`config.mk`:
```
export PLATFORM = sky130hd
export DESIGN_NAME = apdu_top
export DESIGN_NICKNAME = d
export VERILOG_FILES = /design/src/logic/apdu_pkg.sv /design/src/logic/apdu_ctl_if.sv /design/src/logic/apdu_counter.sv /design/src/logic/apdu_mem_gate.sv /design/src/logic/apdu_top.sv
export VERILOG_INCLUDE_DIRS = /design/src /design/src/logic
export SDC_FILE = /design/constraint.sdc
export NUM_CORES = 1
export LEC_CHECK = 0
export ABC_AREA = 1
export BUFFER_PORTS_ARGS = -buffer_cell sky130_fd_sc_hd__buf_2
export CORE_MARGIN = 2
export CORE_UTILIZATION = 35
export CTS_CLUSTER_DIAMETER = 80
export DETAILED_ROUTE_END_ITERATION = 8
export PLACE_DENSITY = 0.72
export SKIP_LAST_GASP = 1
export SYNTH_ARGS = -nofsm -noshare
export SYNTH_HDL_FRONTEND = slang
export SYNTH_SLANG_ARGS = --single-unit
export TNS_END_PERCENT = 100
```
`constraint.sdc`:
```
create_clock -name core_clk -period 1.72 [get_ports core_clk]
set_clock_uncertainty 0.1 [all_clocks]
set_input_delay 0.086 -clock core_clk [delete_from_list [all_inputs] [get_ports core_clk]]
set_output_delay 0.086 -clock core_clk [all_outputs]
set_load 0.01 [all_outputs]
```
`src/logic/apdu_regs.svh`:
```
`ifndef APDU_REGS_SVH
`define APDU_REGS_SVH

`define APDU_CTRL0_OFS 8'hB0
`define APDU_CTRL1_OFS 8'hB1
`define APDU_STAT_OFS 8'hB2

`define APDU_CTRL0_RST 8'h00
`define APDU_CTRL1_RST 2'h0
`define APDU_RD_ZERO 8'h00

`define APDU_C0_RUN 0
`define APDU_C0_POL 1
`define APDU_C0_EN 2
`define APDU_C0_SAVER 3
`define APDU_C0_TURBO 4
`define APDU_C0_ACLK 5
`define APDU_C0_RCLK 6
`define APDU_C0_TMR 7

`define APDU_C1_CLKSEL 0
`define APDU_C1_SLEEP 1
`define APDU_C1_MSB 1

`define APDU_CNT_ZERO 4'h0
`define APDU_CNT_ONE 4'h1
`define APDU_CNT_FULL 4'hF

`endif

```
`src/logic/apdu_pkg.sv`:
```
package apdu_pkg;

  typedef enum logic [2:0] {
    APDU_ST_RUN = 3'b001,
    APDU_ST_PDOWN = 3'b010,
    APDU_ST_SLEEP = 3'b100
  } apdu_state_t;

endpackage

```
`src/logic/apdu_ctl_if.sv`:
```
`timescale 1ns/1ps
interface apdu_ctl_if;
  logic apd_on;
  logic idle_pol;
  logic clk_sel;
  logic saver;
  logic bus8;
  logic [3:0] cnt;
  logic pd;

  modport top_mp (output apd_on, idle_pol, clk_sel, saver, bus8,
                  input cnt, pd);
  modport cnt_mp (input apd_on, idle_pol, clk_sel, output cnt, pd);
  modport mem_mp (input saver, bus8);
endinterface

```
`src/logic/apdu_counter.sv`:
```
`timescale 1ns/1ps
`include "apdu_regs.svh"
module apdu_counter
  import apdu_pkg::*;
(
  input wire logic core_clk,
  input wire logic sys_rst,
  input wire logic addr_strobe,
  input wire logic port_e_bit_seven,
  input wire logic device_clock_input,
  apdu_ctl_if.cnt_mp ctl
);
  logic [3:0] cnt;
  logic [3:0] next_cnt;
  logic src_q;
  logic strobe_q;
  wire src_lvl = ctl.clk_sel ? device_clock_input : port_e_bit_seven;
  wire tick = src_lvl & ~src_q;
  wire moved = addr_strobe ^ strobe_q;
  wire idle = (addr_strobe == ctl.idle_pol);
  wire full = (cnt == `APDU_CNT_FULL);

  // Saturating at full holds the count at 15 once powered down
  always_comb begin
    next_cnt = cnt;
    if (!ctl.apd_on || moved || !idle) begin
      next_cnt = `APDU_CNT_ZERO;
    end else if (tick && !full) begin
      next_cnt = cnt + `APDU_CNT_ONE;
    end
  end

  always_ff @(posedge core_clk) begin
    if (sys_rst) begin
      cnt <= `APDU_CNT_ZERO;
      src_q <= 1'b0;
      strobe_q <= 1'b0;
    end else begin
      cnt <= next_cnt;
      src_q <= src_lvl;
      strobe_q <= addr_strobe;
    end
  end

  assign ctl.cnt = cnt;
  // Exit is combinational so the first strobe edge already wakes the part
  assign ctl.pd = full & ctl.apd_on & idle & ~moved;
endmodule

```
`src/logic/apdu_mem_gate.sv`:
```
`timescale 1ns/1ps
module apdu_mem_gate
  import apdu_pkg::*;
(
  input wire logic chip_sel_n,
  input wire logic code_sel,
  input wire logic sram_sel,
  input wire logic addr_lsb,
  apdu_ctl_if.mem_mp ctl,
  output logic code_mem_active,
  output logic [1:0] code_half_en,
  output logic [1:0] sram_half_en
);
  wire halve = ctl.saver & ctl.bus8;
  wire [1:0] half_sel = halve ? {addr_lsb, ~addr_lsb} : 2'h3;
  wire code_on = ~chip_sel_n & (~ctl.saver | code_sel);
  wire sram_on = ~chip_sel_n & sram_sel;

  assign code_mem_active = code_on;
  // With the saver off the idle code memory keeps both halves lit
  assign code_half_en = code_on ? (code_sel ? half_sel : 2'h3) : 2'h0;
  assign sram_half_en = sram_on ? half_sel : 2'h0;
endmodule

```
`src/logic/apdu_top.sv`:
```
// What this block does
// - Chip select is active low; high forces power-down at once.
// - Chip select inactive shuts bus buffers to the logic array.
// - Enabled and idle strobe: 4-bit counter overflows after 15 clocks.
// - Strobe pulsing again leaves power-down or sleep immediately.
// - Ctrl1 bit 0 picks counter clock: 0 port pin, 1 clock input.
// - Ctrl0 bit 1 is idle polarity; count only at that steady level.
// - Ctrl0 bit 2 enables auto power-down only with bit 0 also set; clear means no counting.
// - Sleep needs sleep, enable, polarity bits set and overflow.
// - Logic array keeps watching and answering inputs during sleep.
// - Ctrl1 bit 1 enables sleep mode.
// - Ctrl0 bit 4 set lets the array power down when inputs idle.
// - Ctrl0 bit 5 cuts array clock; else clock edges wake array.
// - Ctrl0 bit 6 cuts the clock to the macrocell registers.
// - Ctrl0 bit 3 is current saver, reset clear; clear keeps memory on.
// - Chip select high puts code memory in standby regardless.
// - Saver on: code memory standby whenever not selected.
// - Saver on with 8-bit bus enables only one memory half.
`timescale 1ns/1ps
`include "apdu_regs.svh"
module apdu_top
  import apdu_pkg::*;
(
  input wire logic core_clk,
  input wire logic sys_rst,
  input wire logic [7:0] reg_addr,
  input wire logic [7:0] reg_wdata,
  input wire logic reg_wr,
  input wire logic reg_rd,
  output logic [7:0] reg_rdata,
  input wire logic chip_sel_n,
  input wire logic addr_strobe,
  input wire logic port_e_bit_seven,
  input wire logic device_clock_input,
  input wire logic array_inputs_changing,
  input wire logic bus_width_8,
  input wire logic code_sel,
  input wire logic sram_sel,
  input wire logic addr_lsb,
  output logic power_down_signal,
  output logic power_down_mode,
  output logic sleep_mode,
  output logic bus_buffer_en,
  output logic array_powered,
  output logic array_input_live,
  output logic array_clock_gate,
  output logic macrocell_clock_gate,
  output logic timer_clock_gate,
  output logic clock_buffer_en,
  output logic code_mem_active,
  output logic [1:0] code_half_en,
  output logic [1:0] sram_half_en
);
  logic [7:0] power_mode_ctrl0;
  logic [`APDU_C1_MSB:0] power_mode_ctrl1;
  logic [7:0] next_rdata;
  logic clk_q;
  apdu_state_t state;
  apdu_state_t next_state;
  logic [2:0] state_code;

  apdu_ctl_if ctl ();

  // Register decode
  wire wr_c0 = reg_wr && (reg_addr == `APDU_CTRL0_OFS);
  wire wr_c1 = reg_wr && (reg_addr == `APDU_CTRL1_OFS);
  wire rd_c0 = reg_addr == `APDU_CTRL0_OFS;
  wire rd_c1 = reg_addr == `APDU_CTRL1_OFS;
  wire rd_st = reg_addr == `APDU_STAT_OFS;

  // Control fields
  wire apd_run = power_mode_ctrl0[`APDU_C0_RUN];
  wire power_down_enable_bit = power_mode_ctrl0[`APDU_C0_EN];
  wire idle_pol = power_mode_ctrl0[`APDU_C0_POL];
  wire saver_on = power_mode_ctrl0[`APDU_C0_SAVER];
  wire turbo_off = power_mode_ctrl0[`APDU_C0_TURBO];
  wire aclk_off = power_mode_ctrl0[`APDU_C0_ACLK];
  wire rclk_off = power_mode_ctrl0[`APDU_C0_RCLK];
  wire tmr_off = power_mode_ctrl0[`APDU_C0_TMR];
  wire clk_sel = power_mode_ctrl1[`APDU_C1_CLKSEL];
  wire sleep_en = power_mode_ctrl1[`APDU_C1_SLEEP];

  assign ctl.apd_on = power_down_enable_bit & apd_run;
  assign ctl.idle_pol = idle_pol;
  assign ctl.clk_sel = clk_sel;
  assign ctl.saver = saver_on;
  assign ctl.bus8 = bus_width_8;

  apdu_counter u_counter (
    .core_clk(core_clk),
    .sys_rst(sys_rst),
    .addr_strobe(addr_strobe),
    .port_e_bit_seven(port_e_bit_seven),
    .device_clock_input(device_clock_input),
    .ctl(ctl.cnt_mp)
  );

  apdu_mem_gate u_mem (
    .chip_sel_n(chip_sel_n),
    .code_sel(code_sel),
    .sram_sel(sram_sel),
    .addr_lsb(addr_lsb),
    .ctl(ctl.mem_mp),
    .code_mem_active(code_mem_active),
    .code_half_en(code_half_en),
    .sram_half_en(sram_half_en)
  );

  // Power modes
  wire pd = ctl.pd;
  wire sleep_now = pd & sleep_en & power_down_enable_bit & idle_pol;
  wire clk_edge = device_clock_input ^ clk_q;

  assign power_down_signal = pd;
  assign sleep_mode = sleep_now;
  assign power_down_mode = chip_sel_n | pd;
  assign bus_buffer_en = ~chip_sel_n;
  // Array path ignores sleep on purpose so it keeps answering its pins
  assign array_input_live = 1'b1;
  assign array_powered = ~turbo_off | array_inputs_changing
    | (~aclk_off & clk_edge);
  assign array_clock_gate = ~aclk_off;
  assign macrocell_clock_gate = ~rclk_off;
  assign timer_clock_gate = ~tmr_off;
  assign clock_buffer_en = ~(aclk_off & rclk_off & tmr_off & pd);

  always_comb begin
    next_state = APDU_ST_RUN;
    if (sleep_now) begin
      next_state = APDU_ST_SLEEP;
    end else if (pd || chip_sel_n) begin
      next_state = APDU_ST_PDOWN;
    end
  end

  always_comb begin
    unique case (state)
      APDU_ST_RUN: state_code = 3'h0;
      APDU_ST_PDOWN: state_code = 3'h1;
      APDU_ST_SLEEP: state_code = 3'h2;
      default: state_code = 3'h7;
    endcase
  end

  // Unmapped addresses read zero; reserved ctrl1 bits are not stored
  always_comb begin
    next_rdata = `APDU_RD_ZERO;
    if (reg_rd && rd_c0) begin
      next_rdata = power_mode_ctrl0;
    end else if (reg_rd && rd_c1) begin
      next_rdata = {6'h00, power_mode_ctrl1};
    end else if (reg_rd && rd_st) begin
      next_rdata = {state_code, pd, ctl.cnt};
    end
  end

  always_ff @(posedge core_clk) begin
    if (sys_rst) begin
      power_mode_ctrl0 <= `APDU_CTRL0_RST;
      power_mode_ctrl1 <= `APDU_CTRL1_RST;
      reg_rdata <= `APDU_RD_ZERO;
      clk_q <= 1'b0;
      state <= APDU_ST_RUN;
    end else begin
      if (wr_c0) begin
        power_mode_ctrl0 <= reg_wdata;
      end
      if (wr_c1) begin
        power_mode_ctrl1 <= reg_wdata[`APDU_C1_MSB:0];
      end
      reg_rdata <= next_rdata;
      clk_q <= device_clock_input;
      state <= next_state;
    end
  end

  // Checking helpers
  logic strobe_h;
  logic src_h;
  logic [4:0] ticks_h;
  wire src_lvl_h = clk_sel ? device_clock_input : port_e_bit_seven;
  wire tick_h = src_lvl_h & ~src_h;
  wire idle_h = (addr_strobe == idle_pol) && (addr_strobe == strobe_h);

  always_ff @(posedge core_clk) begin
    if (sys_rst) begin
      strobe_h <= 1'b0;
      src_h <= 1'b0;
      ticks_h <= 5'h00;
    end else begin
      strobe_h <= addr_strobe;
      src_h <= src_lvl_h;
      if (!ctl.apd_on || !idle_h) begin
        ticks_h <= 5'h00;
      end else if (tick_h && ticks_h != 5'h1F) begin
        ticks_h <= ticks_h + 5'h01;
      end
    end
  end
endmodule

```
==> impl_metrics.csv <==
group,metric,value,unit
critical_path,path_class,"flop to primary output",
critical_path,slowest_delay,0.38,ns
critical_path,crit_buf_inv,2,
cells_and_area,nNetsFinal,289,
power_and_ir_drop,p_leak,0.879,nW
sta,finalCriticalPeriod,1.67,ns
floorplan,rows,22,
detailed_routing,via_count,1425,
run,maxCapViolations,0,
outcome,status,"finished, final reports clean",
cells_and_area,antenna_cells,0,
synthesis,synth-edff-count,0,
clock_tree,clk_latency,0.27,ns
detailed_routing,postRouteAntennaNets,0,
critical_path,slowest_stage,"dfxtp_4",
detailed_routing,via_per_inst,4.66,
global_routing,antenna_found_initial,0,
synthesis,ys_seq_area_share,41.2,%
power_and_ir_drop,power_density,644,nW/um2
detailed_routing,avgRoutedWirePerCell,11.2,um
detailed_routing,wl_met3,205,um
synthesis,synth.ff_latch_count,28,
power_and_ir_drop,p_seq_share,55.2,%
clock_tree,cts_max_level,1,
sta,finalSetupTns,0,ns
cells_and_area,fin_util,50.0,%
floorplan,ioPinCount,52,
power_and_ir_drop,p_clk_share,34.1,%
critical_path,cp-end-kind,"primary output",
synthesis,async_flop_share,0,%
synthesis,syn_inst,195,
floorplan,die_h,66.4,um
power_and_ir_drop,pwr-share-comb,10.7,%
clock_tree,ctsLongestPathBuffers,2,
critical_path,path_cells,"ha_4, nand3_4, nor3_4, nand2_2, inv_2, buf_2",
placed_design,numPortBuffers,50,
sta,hold_viol,0,
floorplan,start_util,36.9,%
power_and_ir_drop,switching_share,23.0,%
sta,slew_violations,0,
clock_tree,clkSinkCount,28,
detailed_routing,drt_first_pass_iters,4,
synthesis,synth_ff_type,"dfxtp_1",
critical_path,path_delay_family,"simple AND/OR/NAND/NOR gates",
cells_and_area,drive_gt1_share,31.8,%
global_routing,grt_max_degree,16,
cells_and_area,nFillCells,373,
floorplan,fp.dieArea,4400,um2
power_and_ir_drop,p_int,0.915,mW
sta,period_share,97.1,%
placed_design,routabilityCongestion,0.917,
synthesis,synth_area_per_cell,6.98,um2
detailed_routing,routed.top_layer,"met4",
synthesis,mappedNetlistNets,225,
clock_tree,cts_made_buffers,3,
clock_tree,cts_root_buffer,"clkbuf_8",
synthesis,yosys.cell_types.count,26,
floorplan,fp.dieW,66.4,um
power_and_ir_drop,power.net_switching,0.274,mW
sta,fmax,0.599,GHz
critical_path,cp_max_fo,4,
synthesis,syn-cell-area,1360,um2
detailed_routing,dr.first_iter.drc_count,82,
detailed_routing,wl_met1,1580,um
detailed_routing,wl,3440,um
detailed_routing,routed-wl-met2,1570,um
clock_tree,path_clk_slew,0.09,ns
critical_path,crit_required,1.53,ns
global_routing,grt_pass1_vias,1166,
sta,finalSetupViolations,0,
cells_and_area,area_growth,35.6,%
global_routing,grt_usage,15.6,%
floorplan,core,3690,um2
hold_path,holdCritPathClass,"input port to flop",
global_routing,gr-total-overflow,0,
critical_path,critPathLaunchType,"flop",
power_and_ir_drop,peakVddDrop,342,uV
synthesis,yosysWarnings,0,
global_routing,grt_pass1_wl,5250,um
critical_path,cp_data_arrival_time,1.48,ns
placed_design,dp.final_hpwl,2570,um
detailed_routing,remaining_drc_errors,0,
clock_tree,cts_tree,"done",
power_and_ir_drop,power.total,1.19,mW
## synthesized netlist by cell type (3+ instances only)
cell,n,area (um2)
inv_2,7,26.3
o21ai_0,11,55.1
a21oi_1,19,95.1
nand2_2,3,18.8
nand3_1,8,40.0
inv_1,27,101
nor2_1,17,63.8
nor3_1,3,15.0
dfxtp_1,28,561
nand4_1,6,37.5
nand2_1,45,169
## power groups by stage
| stage | combinational, mW | sequential, mW | clock [mW] |
|---|---|---|---|
| detailed placement | 0.114 | 0.673 | 0 |
| CTS | 0.125 | 0.658 | 0.414 |
| global route | 0.143 | 0.657 | 0.434 |
| floorplan | 0.0615 | 0.672 | 0 |
| finish | 0.128 | 0.656 | 0.405 |
| global placement | 0.115 | 0.673 | 0 |
## area by class of cell
| type | count | area, um2 | area share, % |
|---|---|---|---|
| multi-input combinational | 130 | 678 | 36.7 |
| sequential | 28 | 567 | 30.7 |
| timing repair buffer | 62 | 358 | 19.4 |
| inverter | 34 | 128 | 6.92 |
| clock buffer | 4 | 55.1 | 2.98 |
| tap | 48 | 60.1 | 3.25 |
## routing by layer
layer  up-vias  global-route usage [%]
met5         -                       0
met4         0                    6.12
met1       632                    20.9
li1        739                       -
met2        47                    25.1
met3         7                    2.21
## metrics by stage
stage / setup slack [ns] / instance area [um2] / std cells / hold slack (ns)
2_1_floorplan: 0.285 / 1360 / 195 / 0.0930
3_3_place_gp: 0.281 / 1650 / 290 / 0.232
3_5_place_dp: 0.220 / 1650 / 290 / 0.229
4_1_cts: 0.00216 / 1790 / 302 / 0.000231
5_1_grt: -0.0284 / 1850 / 306 / 0.0336
6_report: 0.0492 / 1850 / 306 / 0.00104
## registers in the layout, summed over array words and instances, names as in the netlist
register	cells
power_mode_ctrl0	8
reg_rdata	8
u_counter.ctl.cnt	4
state	3
power_mode_ctrl1	2
clk_q	1
u_counter.src_q	1
u_counter.strobe_q	1
## worst paths after layout
path	start	end	slack, ns	depth (start not counted)
setup / recovery	u_counter.ctl.cnt[0]	sleep_mode	0.05	6
hold / removal	reg_wdata[0]	power_mode_ctrl0[0]	0.001	3
setup reg to reg	u_counter.ctl.cnt[0]	reg_rdata[4]	0.20	7
hold reg to reg	power_mode_ctrl0[4]	reg_rdata[4]	0.38	2
## cell usage in the layout (no fill, tap or decap), types with 2 or more instances in the layout
cell / count
buf_2: 50
nand2_1: 44
inv_1: 27
dfxtp_1: 25
a21oi_1: 19
nor2_1: 17
o21ai_0: 11
nand3_1: 8
inv_2: 7
dlygate4sd3_1: 7
nand4_1: 6
buf_4: 5
nand2_2: 4
clkbuf_8: 4
nor3_1: 3
xor2_1: 2
nor3_4: 2
xnor2_1: 2
nor2_2: 2
dfxtp_2: 2
## logic make-up after synthesis
family	share of synthesized area (%)
and+or+nand+nor	32.8
other	0.275
AOI/OAI and AO/OA	11.6
xor gates and xnor gates	2.57
adders and majority gates	0.919
buffers and inverters	10.7
DFF	41.2
## what timing repair did
item                       in CTS  in global routing
buffers inserted                2                  3
hold endpoints to repair        6                  1
resized for setup               1                  7
setup endpoints to repair       3                  4
hold buffers                    6                  1
pin swaps                       1                  1
## worst min-delay path: cells and delay by family
kind,cells,cell delay (ns)
buffers and inverters,1,0.08
AO/OA/AOI/OAI,2,0.17
(Power assumes the default switching activity.)
